==> src/cmac_params.svh <==
/*
  Constants of the cell monitor address and calibration block: register
  offsets, field positions, reset values, key values and timing counts.
  Assumes a 100 MHz clock and a register port with 8-bit address, 16-bit data.
*/
// Contract
// (RL1) between acquisitions mux parks on highest enabled cell channel
// (RL2) park bit set delays each cell sampling request by 100 us
// (RL3) park bit change takes effect after next front-end sample completes
// (RL4) user gain/offset apply to all cell channels, never to auxiliary channels
// (RL5) user corrections follow factory offset and gain corrections
// (RL6) corrections are signed two's complement; zero leaves result unchanged
// (RL7) cell gain correction is 8-bit signed, about +-9.7 mV full scale
// (RL8) gain correction scales with input level, half at half scale
// (RL9) one 8-bit signed cell offset correction added to all cell channels
// (RL10) eight 10-bit signed aux offsets in 16-bit registers, no aux gain
// (RL11) host keeps low 8 bits of gain value, saturating to signed limits
// (RL12) host reduces aux offsets to 10 signed bits, saturating
// (RL13) save to nonvolatile memory needs both unlock keys then save bit
// (RL14) reset reloads stored address; select bit 0 uses gpio address instead
// (RL15) select bit 0: address from five gpio pins at reset or auto bit
// (RL16) auto addressing entered only with select 1 and auto bit written 1
// (RL17) auto mode stops high-side transmit one frame, allows address writes
// (RL18) after that frame address writes blocked, high-side transmit restored
// (RL19) outside auto mode address field writes are ignored
// (RL20) host broadcasts auto bit then consecutive addresses
// (RL21) host reads back every address after auto addressing
// (RL22) fault during balancing with stop bit blocks writes about 2 us
// (RL23) host verifies writes near balancing faults and repeats them
`ifndef CMAC_PARAMS_SVH
`define CMAC_PARAMS_SVH

`define CMAC_CLK_MHZ          100
`define CMAC_PARK_DELAY_US    100
`define CMAC_PARK_DELAY_CYC   (`CMAC_PARK_DELAY_US * `CMAC_CLK_MHZ)
`define CMAC_BLOCK_US         2
`define CMAC_BLOCK_CYC        (`CMAC_BLOCK_US * `CMAC_CLK_MHZ)

`define CMAC_OFS_CHSEL        8'h00
`define CMAC_OFS_CGAIN        8'h01
`define CMAC_OFS_COFFS        8'h02
`define CMAC_OFS_AUX0         8'h03
`define CMAC_OFS_AUX7         8'h0A
`define CMAC_OFS_DEVCTL       8'h0B
`define CMAC_OFS_KEY1         8'h0C
`define CMAC_OFS_KEY2         8'h0D
`define CMAC_OFS_ADDR         8'h0E
`define CMAC_OFS_DEVCFG       8'h0F
`define CMAC_OFS_BALCFG       8'h10
`define CMAC_OFS_BALEN        8'h11
`define CMAC_OFS_PARK         8'h12
`define CMAC_OFS_STATUS       8'h13

`define CMAC_CTL_AUTO_BIT     0
`define CMAC_CTL_SAVE_BIT     1
`define CMAC_CFG_SEL_BIT      0
`define CMAC_BAL_STOP_BIT     0
`define CMAC_PARK_BIT         0
`define CMAC_PARK_ACT_BIT     1

`define CMAC_CHSEL_RST        16'hFFFF
// key values arbitrary
`define CMAC_KEY1_VAL         16'hA5C3
`define CMAC_KEY2_VAL         16'h3C5A
`define CMAC_AUX_CH_BIT       4

`endif

==> src/cmac_pkg.sv <==
/*
  Types of the cell monitor address and calibration block.
  Assumes the constants header is included by the design file.
*/
package cmac_pkg;
  typedef enum logic [1:0] {
    CMAC_SMP_IDLE = 2'b01,
    CMAC_SMP_WAIT = 2'b10
  } cmac_smp_t;

  typedef enum logic [1:0] {
    CMAC_ADR_NORM = 2'b01,
    CMAC_ADR_AUTO = 2'b10
  } cmac_adr_t;
endpackage

==> src/cmac_top.sv <==
/*
  Address selection, mux parking, sampling delay, conversion correction,
  save request and fault write-blocking of a stackable cell monitor.
  Assumes synchronous inputs, one-cycle strobes from the link and front end,
  and a register master that never issues read and write together.
*/
// Added by the designer: the plain strobed port and the register offsets.
`timescale 1ns/1ps
`default_nettype none
`include "cmac_params.svh"

module cmac_top
  import cmac_pkg::*;
#(
  parameter int unsigned P_PARK_DELAY_CYC = `CMAC_PARK_DELAY_CYC
) (
  input  wire logic        i_clk,
  input  wire logic        i_nrst,
  input  wire logic [7:0]  i_addr,
  input  wire logic [15:0] i_wdata,
  input  wire logic        i_wr,
  input  wire logic        i_rd,
  output var  logic [15:0] o_rdata,
  input  wire logic [4:0]  i_gpio_addr,
  input  wire logic [4:0]  i_nvm_addr,
  input  wire logic        i_nvm_addr_sel,
  output var  logic [4:0]  o_address_field,
  output var  logic        o_nvm_save,
  input  wire logic        i_frame_done,
  output var  logic        o_hs_tx_en,
  input  wire logic        i_acq_active,
  input  wire logic [3:0]  i_conv_chan,
  output var  logic [3:0]  o_mux_sel,
  input  wire logic        i_sample_req,
  input  wire logic        i_sample_done,
  output var  logic        o_sample_go,
  input  wire logic        i_raw_valid,
  input  wire logic [4:0]  i_raw_chan,
  input  wire logic [15:0] i_raw_data,
  input  wire logic [15:0] i_fact_gain,
  input  wire logic [15:0] i_fact_offs,
  output var  logic        o_corr_valid,
  output var  logic [4:0]  o_corr_chan,
  output var  logic [15:0] o_corr_data,
  input  wire logic        i_fault,
  output var  logic        o_wr_blocked
);

  localparam int unsigned BLOCK_CYC = `CMAC_BLOCK_CYC;

  // gain is scaled by the input: x * g / 2^16, then offset added, clamped
  function automatic logic [15:0] cmac_corr(input logic [15:0] x,
                                            input logic signed [15:0] g,
                                            input logic signed [15:0] o);
    logic signed [33:0] xs;
    logic signed [33:0] p;
    logic signed [33:0] s;
    xs = $signed({18'h0, x});
    p  = xs * 34'(g);
    s  = xs + (p >>> 16) + 34'(o);
    if (s < 0) begin
      cmac_corr = 16'h0000;
    end else if (s > 34'sh0FFFF) begin
      cmac_corr = 16'hFFFF;
    end else begin
      cmac_corr = s[15:0];
    end
  endfunction

  function automatic logic [3:0] cmac_top_chan(input logic [15:0] m);
    cmac_top_chan = 4'hF;
    for (int i = 0; i < 16; i++) begin
      if (m[i]) begin
        cmac_top_chan = 4'(i);
      end
    end
  endfunction

  logic [15:0] chsel_r;
  logic [7:0]  cgain_r;
  logic [7:0]  coffs_r;
  logic [15:0] aux_offs_r [8];
  logic [15:0] key1_r;
  logic [15:0] key2_r;
  logic [4:0]  addr_r;
  logic        addr_sel_r;
  logic        bal_stop_r;
  logic [15:0] bal_en_r;
  logic        park_req_r;
  logic        park_act_r;
  logic        init_done_r;
  logic [15:0] rdata_nxt;
  logic [15:0] park_cnt_r;
  logic [7:0]  blk_cnt_r;
  logic        blocked;
  logic        wr_ok;
  logic        ctl_wr;
  logic        key_ok;
  cmac_smp_t   smp_r;
  cmac_adr_t   adr_r;
  logic        s1_valid_r;
  logic [4:0]  s1_chan_r;
  logic [15:0] s1_data_r;

  assign blocked = (blk_cnt_r != 8'h00);
  assign wr_ok   = i_wr & ~blocked;  // [RL22]
  assign ctl_wr  = wr_ok & (i_addr == `CMAC_OFS_DEVCTL);
  assign key_ok  = (key1_r == `CMAC_KEY1_VAL) && (key2_r == `CMAC_KEY2_VAL);

  // plain configuration registers
  always_ff @(posedge i_clk or negedge i_nrst) begin
    if (!i_nrst) begin
      chsel_r    <= `CMAC_CHSEL_RST;
      cgain_r    <= 8'h00;
      coffs_r    <= 8'h00;
      bal_stop_r <= 1'b0;
      bal_en_r   <= 16'h0000;
      park_req_r <= 1'b0;
    end else if (wr_ok) begin
      case (i_addr)
        `CMAC_OFS_CHSEL:  chsel_r    <= i_wdata;
        `CMAC_OFS_CGAIN:  cgain_r    <= i_wdata[7:0];  // [RL7]
        `CMAC_OFS_COFFS:  coffs_r    <= i_wdata[7:0];  // [RL9]
        `CMAC_OFS_BALCFG: bal_stop_r <= i_wdata[`CMAC_BAL_STOP_BIT];
        `CMAC_OFS_BALEN:  bal_en_r   <= i_wdata;
        `CMAC_OFS_PARK:   park_req_r <= i_wdata[`CMAC_PARK_BIT];
        default: ;
      endcase
    end
  end

  // per-channel aux offsets, held at full 16-bit width
  always_ff @(posedge i_clk or negedge i_nrst) begin
    if (!i_nrst) begin
      for (int i = 0; i < 8; i++) begin
        aux_offs_r[i] <= 16'h0000;
      end
    end else if (wr_ok && i_addr >= `CMAC_OFS_AUX0 && i_addr <= `CMAC_OFS_AUX7) begin
      aux_offs_r[3'(i_addr - `CMAC_OFS_AUX0)] <= i_wdata;  // [RL10]
    end
  end

  // unlock keys and save request; keys are consumed by a save
  always_ff @(posedge i_clk or negedge i_nrst) begin
    if (!i_nrst) begin
      key1_r     <= 16'h0000;
      key2_r     <= 16'h0000;
      o_nvm_save <= 1'b0;
    end else begin
      o_nvm_save <= ctl_wr & i_wdata[`CMAC_CTL_SAVE_BIT] & key_ok;  // [RL13]
      if (ctl_wr && i_wdata[`CMAC_CTL_SAVE_BIT]) begin
        key1_r <= 16'h0000;
        key2_r <= 16'h0000;
      end else begin
        if (wr_ok && i_addr == `CMAC_OFS_KEY1) begin
          key1_r <= i_wdata;
        end
        if (wr_ok && i_addr == `CMAC_OFS_KEY2) begin
          key2_r <= i_wdata;
        end
      end
    end
  end

  // address source select, reloaded from storage after reset
  always_ff @(posedge i_clk or negedge i_nrst) begin
    if (!i_nrst) begin
      addr_sel_r  <= 1'b0;
      init_done_r <= 1'b0;
    end else begin
      init_done_r <= 1'b1;
      if (!init_done_r) begin
        addr_sel_r <= i_nvm_addr_sel;
      end else if (wr_ok && i_addr == `CMAC_OFS_DEVCFG) begin
        addr_sel_r <= i_wdata[`CMAC_CFG_SEL_BIT];
      end
    end
  end

  // address field
  always_ff @(posedge i_clk or negedge i_nrst) begin
    if (!i_nrst) begin
      addr_r <= 5'h00;
    end else if (!init_done_r) begin
      addr_r <= i_nvm_addr_sel ? i_nvm_addr : i_gpio_addr;  // [RL14] [RL15]
    end else if (ctl_wr && i_wdata[`CMAC_CTL_AUTO_BIT] && !addr_sel_r) begin
      addr_r <= i_gpio_addr;  // [RL15]
    end else if (wr_ok && i_addr == `CMAC_OFS_ADDR && adr_r == CMAC_ADR_AUTO) begin
      addr_r <= i_wdata[4:0];  // [RL17] [RL19]
    end
  end

  // auto addressing: high-side transmit held off for one received frame
  always_ff @(posedge i_clk or negedge i_nrst) begin
    if (!i_nrst) begin
      adr_r      <= CMAC_ADR_NORM;
      o_hs_tx_en <= 1'b1;
    end else begin
      case (adr_r)
        CMAC_ADR_NORM: begin
          if (ctl_wr && i_wdata[`CMAC_CTL_AUTO_BIT] && addr_sel_r) begin
            adr_r      <= CMAC_ADR_AUTO;  // [RL16]
            o_hs_tx_en <= 1'b0;  // [RL17]
          end
        end
        CMAC_ADR_AUTO: begin
          if (i_frame_done) begin
            adr_r      <= CMAC_ADR_NORM;  // [RL18]
            o_hs_tx_en <= 1'b1;  // [RL18]
          end
        end
        default: begin
          adr_r      <= CMAC_ADR_NORM;
          o_hs_tx_en <= 1'b1;
        end
      endcase
    end
  end

  always_ff @(posedge i_clk or negedge i_nrst) begin
    if (!i_nrst) begin
      o_address_field <= 5'h00;
    end else begin
      o_address_field <= addr_r;
    end
  end

  // write-blocking window after a fault while balancing
  always_ff @(posedge i_clk or negedge i_nrst) begin
    if (!i_nrst) begin
      blk_cnt_r    <= 8'h00;
      o_wr_blocked <= 1'b0;
    end else begin
      if (i_fault && bal_stop_r && bal_en_r != 16'h0000) begin
        blk_cnt_r    <= 8'(BLOCK_CYC);  // [RL22]
        o_wr_blocked <= 1'b1;
      end else if (blocked) begin
        blk_cnt_r    <= blk_cnt_r - 8'h01;
        o_wr_blocked <= (blk_cnt_r != 8'h01);
      end
    end
  end

  // park bit becomes active only once the next front-end sample completes
  always_ff @(posedge i_clk or negedge i_nrst) begin
    if (!i_nrst) begin
      park_act_r <= 1'b0;
    end else if (i_sample_done) begin
      park_act_r <= park_req_r;  // [RL3]
    end
  end

  // sampling request delay
  always_ff @(posedge i_clk or negedge i_nrst) begin
    if (!i_nrst) begin
      smp_r       <= CMAC_SMP_IDLE;
      park_cnt_r  <= 16'h0000;
      o_sample_go <= 1'b0;
    end else begin
      o_sample_go <= 1'b0;
      case (smp_r)
        CMAC_SMP_IDLE: begin
          if (i_sample_req) begin
            if (park_act_r) begin
              smp_r      <= CMAC_SMP_WAIT;  // [RL2]
              park_cnt_r <= 16'h0000;
            end else begin
              o_sample_go <= 1'b1;
            end
          end
        end
        CMAC_SMP_WAIT: begin
          if (park_cnt_r == 16'(P_PARK_DELAY_CYC - 1)) begin
            smp_r       <= CMAC_SMP_IDLE;
            o_sample_go <= 1'b1;  // [RL2]
          end else begin
            park_cnt_r <= park_cnt_r + 16'h0001;
          end
        end
        default: begin
          smp_r <= CMAC_SMP_IDLE;
        end
      endcase
    end
  end

  // input mux: conversion channel while acquiring, parking channel between
  always_ff @(posedge i_clk or negedge i_nrst) begin
    if (!i_nrst) begin
      o_mux_sel <= 4'hF;
    end else begin
      o_mux_sel <= i_acq_active ? i_conv_chan : cmac_top_chan(chsel_r);  // [RL1]
    end
  end

  // stage one: factory corrections on every channel
  always_ff @(posedge i_clk or negedge i_nrst) begin
    if (!i_nrst) begin
      s1_valid_r <= 1'b0;
      s1_chan_r  <= 5'h00;
      s1_data_r  <= 16'h0000;
    end else begin
      s1_valid_r <= i_raw_valid;
      s1_chan_r  <= i_raw_chan;
      s1_data_r  <= cmac_corr(i_raw_data, $signed(i_fact_gain), $signed(i_fact_offs));
    end
  end

  // stage two: user corrections on top of the factory-corrected value
  always_ff @(posedge i_clk or negedge i_nrst) begin
    if (!i_nrst) begin
      o_corr_valid <= 1'b0;
      o_corr_chan  <= 5'h00;
      o_corr_data  <= 16'h0000;
    end else begin
      o_corr_valid <= s1_valid_r;  // [RL5]
      o_corr_chan  <= s1_chan_r;
      if (s1_chan_r[`CMAC_AUX_CH_BIT]) begin
        o_corr_data <= cmac_corr(s1_data_r, 16'sh0000,
                                 16'($signed(aux_offs_r[s1_chan_r[2:0]][9:0])));  // [RL4] [RL10] [RL6]
      end else begin
        o_corr_data <= cmac_corr(s1_data_r, 16'($signed(cgain_r)),
                                 16'($signed(coffs_r)));  // [RL4] [RL8] [RL9] [RL6]
      end
    end
  end

  // register read decode
  always_comb begin
    rdata_nxt = 16'h0000;
    if (i_addr >= `CMAC_OFS_AUX0 && i_addr <= `CMAC_OFS_AUX7) begin
      rdata_nxt = aux_offs_r[3'(i_addr - `CMAC_OFS_AUX0)];
    end else begin
      case (i_addr)
        `CMAC_OFS_CHSEL:  rdata_nxt = chsel_r;
        `CMAC_OFS_CGAIN:  rdata_nxt = {8'h00, cgain_r};
        `CMAC_OFS_COFFS:  rdata_nxt = {8'h00, coffs_r};
        `CMAC_OFS_KEY1:   rdata_nxt = key1_r;
        `CMAC_OFS_KEY2:   rdata_nxt = key2_r;
        `CMAC_OFS_ADDR:   rdata_nxt = {11'h000, addr_r};
        `CMAC_OFS_DEVCFG: rdata_nxt = {15'h0000, addr_sel_r};
        `CMAC_OFS_BALCFG: rdata_nxt = {15'h0000, bal_stop_r};
        `CMAC_OFS_BALEN:  rdata_nxt = bal_en_r;
        `CMAC_OFS_PARK:   rdata_nxt = {14'h0000, park_act_r, park_req_r};
        `CMAC_OFS_STATUS: rdata_nxt = {13'h0000, blocked, ~o_hs_tx_en,
                                       adr_r == CMAC_ADR_AUTO};
        default:          rdata_nxt = 16'h0000;
      endcase
    end
  end

  always_ff @(posedge i_clk or negedge i_nrst) begin
    if (!i_nrst) begin
      o_rdata <= 16'h0000;
    end else begin
      o_rdata <= i_rd ? rdata_nxt : 16'h0000;
    end
  end

endmodule
`default_nettype wire

==> config.mk <==
export PLATFORM = sky130hd
export DESIGN_NAME = cmac_top
export DESIGN_NICKNAME = d
export VERILOG_FILES = /design/src/cmac_pkg.sv /design/src/cmac_top.sv
export VERILOG_INCLUDE_DIRS = /design/src
export SDC_FILE = /design/constraint.sdc
export NUM_CORES = 2
export LEC_CHECK = 0
export ABC_AREA = 1
export BUFFER_PORTS_ARGS = -buffer_cell sky130_fd_sc_hd__clkbuf_2
export CAP_MARGIN = 40
export CELL_PAD_IN_SITES_DETAIL_PLACEMENT = 1
export CELL_PAD_IN_SITES_GLOBAL_PLACEMENT = 2
export CORE_MARGIN = 1
export CORE_UTILIZATION = 34
export DETAILED_ROUTE_END_ITERATION = 8
export PLACE_DENSITY_LB_ADDON = 0.15
export SETUP_SLACK_MARGIN = 0.3
export SYNTH_ARGS = -nofsm -noshare
export SYNTH_HDL_FRONTEND = slang
export SYNTH_SLANG_ARGS = --single-unit
export TNS_END_PERCENT = 20
==> constraint.sdc <==
create_clock -name i_clk -period 6.75 [get_ports i_clk]
set_input_delay 1.35 -clock i_clk [delete_from_list [all_inputs] [get_ports i_clk]]
set_output_delay 1.35 -clock i_clk [all_outputs]
set_load 0.01 [all_outputs]
# --- After elaboration in Yosys (flattened, before gate mapping) ---
# Cells that the tools add are included.
totals:
  register_bits: 319
  wordCells: 194
classes:
  n_reduce_logical: 33
  bitwise: 8
  multipliers: 2
  muxes: 68
  order_cmp: 11
  addsub: 8
  n_eq_ne: 27
op_table:
  columns: ["op", "n"]
  rows:
  - ["two-way mux 16 bit", 19]
  - ["case mux 16 bit (11 select lines)", 1]
  - ["bitwise mux 128 bit", 1]
  - ["binary-select mux 16 bit (select 3 bit)", 2]
  - ["two-way mux 4 bit", 17]
  - ["demux 16 bit (select 3 bit)", 1]
  - ["== test 8 x 4 -> 1 bit (second input constant)", 5]
  - ["> comparator 19 x 17 -> 1 bit (second input constant)", 2]
  - ["less-than comparator 19 x 1 -> 1 bit (second input constant)", 2]
  - ["multiplier 17 x 16 -> 33 bit", 1]
  - ["== test 16 x 14 -> 1 bit (second input constant)", 2]
  - ["== test 8 x 5 -> 1 bit (second input constant)", 4]
  - ["case mux 16 bit (2 select lines)", 1]
  - ["multiplier 17 x 8 -> 25 bit", 1]
  - ["two-way mux 10 bit", 2]
  - ["two-way mux 5 bit", 4]
  - ["adder 18 x 16 -> 19 bit", 1]
  - ["adder 18 x 8 -> 19 bit", 1]
  - ["adder 17 x 10 -> 18 bit", 1]
  - ["adder 17 x 17 -> 18 bit", 1]
  - ["adder 17 x 9 -> 18 bit", 1]
  - ["> comparator 18 x 17 -> 1 bit (second input constant)", 1]
  - ["less-than comparator 18 x 1 -> 1 bit (second input constant)", 1]
  - ["adder 16 x 1 -> 16 bit (second input constant)", 1]
  - ["32 further kinds", 84]

# --- Longest topological paths before layout ---
logic_depth:
  depth_word: 17
  depth_mapped: 40
  ltp_nobuf: 37

# --- Least setup slack after synthesis ---
# No wires, ideal clock.
synth_timing:
  kind: "input port to flip-flop"
  from: "in i_fact_gain[2]"
  to: "reg s1_data_r[10]"
  setup_time_ns: 0.126
  arrival_time_ns: 8.405
  t_required_ns: 6.624
  slack_ns: -1.781
  stages: 35
  path_cell_list: "clkbuf_1 > clkbuf_1 > nand2_1 > fa_1 > fa_1 > fa_1 > inv_1 > fa_1 > fa_1 > inv_1 > fa_1 > inv_1 > ha_1 > a21oi_1 > o21ai_0 > a21oi_1 > nand2_1 > nand2_1 > nand2_1 > xor2_1 > fa_1 > ha_1 > inv_1 > fa_1 > inv_1 > nand3_1 > nand2_1 > a21oi_1 > o21ai_2 > nand3_1 > nand3_1 > nand2_1 > nor2_2 > buf_2 > a21oi_1"
synth_between:
  elab_chain_cells: 6
synth_rtl:
  columns: ["element", "line_no", "text"]
  rows:
  - ["start, declared", "cmac_top.sv:40", "input wire logic [15:0] i_fact_gain,"]
  - ["multiplier 17 x 16 -> 33 bit (*)", "cmac_top.sv:59", "p = xs * 34'(g);"]
  - ["adder 17 x 17 -> 18 bit (*)", "cmac_top.sv:60", "s = xs + (p >>> 16) + 34'(o);"]
  - ["adder 18 x 16 -> 19 bit (*)", "cmac_top.sv:60", null]
  - ["> comparator 19 x 17 -> 1 bit", "cmac_top.sv:63", "end else if (s > 34'sh0FFFF) begin"]
  - ["two-way mux 16 bit", "cmac_top.sv:63", null]
  - ["two-way mux 16 bit (*)", "cmac_top.sv:61", "if (s < 0) begin"]
  - ["end signal, assigned", "cmac_top.sv:305", "s1_data_r <= cmac_corr(i_raw_data, $signed(i_fact_gain), $signed(i_fact_offs));"]
  - ["end, declared", "cmac_top.sv:103", "logic [15:0] s1_data_r;"]
# Every way passes the cells marked *; elsewhere a longest branch is shown, timed or not.
# A chain may end at the register's enable or synchronous reset.

# --- Worst setup path in the final report ---
layout_timing:
  from: "in i_fact_gain[4]"
  to: "reg s1_data_r[7]"
# Same word-level chain as after synthesis.

==> flow_summary.ini <==
[synth]
synthArstFlopShare_pct = 100
synthCells = 4134
ys_types = 63
synth.yosys.seq_area_share_pct = 25.1
yosys.area_share.adder_pct = 29.0
synth_area_um2 = 31800
synth-edff-count = 0
synthSimpleGateAreaFrac_pct = 20.2
synth_xor_area_share_pct = 1.84
synth_compound_area_share_pct = 11.7
synth_fp_nets = 4786
synth_ff_type = dfrtp_1
synth_warnings = 0
synth-seq-cells = 318
avgSynthCellArea_um2 = 7.70
muxShareOfSynthArea_pct = 0
synth_top_family_by_area = adder cells

[floorplanning]
dieWidth_um = 308
die_area_um2 = 94800
start_util_pct = 34.5
placementRows = 111
io_pins = 153
coreArea_um2 = 92200
fp.dieH_um = 308

[finish]
layout_commonest_cell = nand2_1
n_fill_cell = 11280
multi_input_area_um2 = 21000
synthToLayoutAreaGrowth_pct = 23.5
drive_above_1_share_pct = 20.1
nets = 5221
ff_latch_area_um2 = 7990
layout.cells.most_common_list = nand2_1 (1024), inv_1 (801), buf_4 (384)
fin_util_pct = 42.6

[global_route]
grt_pass1_vias = 30296
grt_pass1_wl_um = 172000
grt.total_usage_pct = 23.4
grt-ovfl-total = 0
antenna_found_initial = 3
grt_max_degree = 121

[clocking]
htree_levels = 2
cts_tree = built
clkSinkCount = 318
path_clk_slew_ps = 60
root_buffer = clkbuf_16
clock_path_buffers = 3
clk_latency_ps = 580
ctsHoldBuffers = 0
numCtsBuffers = 38

[min_path]
min_path_type = register to register

[drt]
drt_iter0_drc = 1352
wl_um = 108000
post-route-drc-count = 0
firstDrtPassIters = 5
viasPerCell = 4.81
ant_nets = 0
post_drt_wl_per_cell_um = 18.5
num_vias = 28079

[worst_setup_path]
cp.required_ps = 7240
start_kind = input port
end_kind = register
path_max_fanout = 8
path_class = input port to register
reg2reg_slack_ps = -40
timing.critical_path.mode_cell = fa_1
worstPathArrival_ps = 8300
cp_slowest_cell = fa_1
slowest_delay_ps = 560

[place]
numPortBuffers = 152
hpwl_um = 87000
gp_congestion = 0.886

[timing]
tightest_slew_ps = 834
min_period_ps = 7810
clock_skew_ps = 35.4
finalHoldViolCount = 0
setup_viol = 22
maxSlewViolCount = 0
slew_headroom_pct = 44.2
fin_crit_sh_pct = 116
max_clock_freq_ghz = 0.128
rsz0062_at_grt = yes
fin_ws_ps = -1060

[run_status]
violations = setup timing
status = finished, violations left

[job]
maxCapViolations = 0
-- kinds of logic after synthesis --
group | after synthesis
AND/OR/NAND/NOR | 1542
buffers and inverters | 999
AO/OA/AOI/OAI | 657
adder cells (fa/ha/maj) | 550
flip-flops | 318
XOR/XNOR | 67
other | 1
-- per-layer routing --
layer / wire [um] / vias up / share of wire, % / GRT usage, %
met5: 13 / - / 0.012 / 0
met4: 2160 / 2 / 2.0 / 5.04
met3: 2550 / 100 / 2.4 / 2.06
met2: 53800 / 318 / 50 / 41.7
met1: 49900 / 13945 / 46 / 30.6
li1: - / 13714 / - / -
-- sequential cells by signal, indices dropped and copies added, names as in the netlist, 2 cells and up --
name	cells
aux_offs_r	128
coffs_r	8
smp_r	2
key2_r	16
o_rdata	16
bal_en_r	16
key1_r	16
blk_cnt_r	8
o_corr_chan	5
adr_r	2
s1_chan_r	5
s1_data_r	16
park_cnt_r	16
addr_r	5
o_address_field	5
chsel_r	16
cgain_r	8
o_corr_data	16
o_mux_sel	4
-- cell usage after synthesis, types with 11 or more instances --
cell / instances / area [um2]
dfrtp_1: 296 / 7410
nor3_1: 38 / 190
o21ai_1: 24 / 120
o21ai_2: 20 / 175
xor2_1: 44 / 385
o211ai_1: 15 / 113
inv_1: 821 / 3080
xnor2_1: 23 / 201
nand2_1: 1049 / 3940
buf_2: 27 / 135
a21oi_1: 161 / 806
nand3_1: 96 / 480
nor4_1: 27 / 169
a31oi_1: 22 / 138
clkbuf_1: 123 / 462
nor2_1: 240 / 901
ha_1: 238 / 2980
dfstp_2: 22 / 578
fa_1: 312 / 6250
or2_2: 16 / 100
o22ai_1: 44 / 275
o31ai_1: 16 / 120
o21bai_1: 11 / 82.6
a21o_1: 14 / 105
o21ai_0: 291 / 1460
nand4_1: 31 / 194
-- layout make-up --
type | count | area share [%]
multi-input combinational | 2817 | 53.4
clock buffer | 51 | 2.75
antenna | 1 | 0.00637
sequential | 318 | 20.3
timing repair inverter | 1 | 0.0191
tap | 1243 | 3.96
timing repair buffer | 562 | 11.0
clock inverter | 17 | 0.583
inverter | 831 | 7.97
-- repair_timing --
item	CTS	global route
buffers inserted	13	3
pin swaps	49	21
endpoints found under the setup margin	32	32
endpoints found under the hold margin	0	0
gates resized for setup	210	52
gates cloned	3	0
-- final timing paths --
kind                       cells past startpoint             end      startpoint
max                                           36    s1_data_r[7]  i_fact_gain[4]
min reg2reg                                    0  o_corr_chan[3]    s1_chan_r[3]
min                                            0  o_corr_chan[3]    s1_chan_r[3]
max in group asynchronous                      2  aux_offs_r[53]          i_nrst
min in group asynchronous                      1   park_cnt_r[4]          i_nrst
max reg2reg                                   37  o_corr_data[8]      cgain_r[3]
-- through the flow --
step           setup TNS [ps]  setup slack, ps  area [um2]  cells  hold slack [ps]
2_1_floorplan          -18370            -1190       32100   4134              331
3_5_place_dp           -34260            -1910       36600   5753              342
6_report               -16190            -1060       39300   5841              352
3_3_place_gp           -31880            -1790       36600   5749              332
4_1_cts                -16140             -986       39100   5837              357
5_1_grt                -28810            -1380       39300   5841              370
-- critical path: cells and delay by family --
family / cells / cell delay, ps
adder cells (fa/ha/maj): 9 / 4060
AND/OR/NAND/NOR: 12 / 1260
buffers and inverters: 13 / 1200
AO/OA/AOI/OAI: 2 / 370
Power is not shown: default switching activity piles up to over one toggle a cycle in this logic, so the estimate is an artifact.
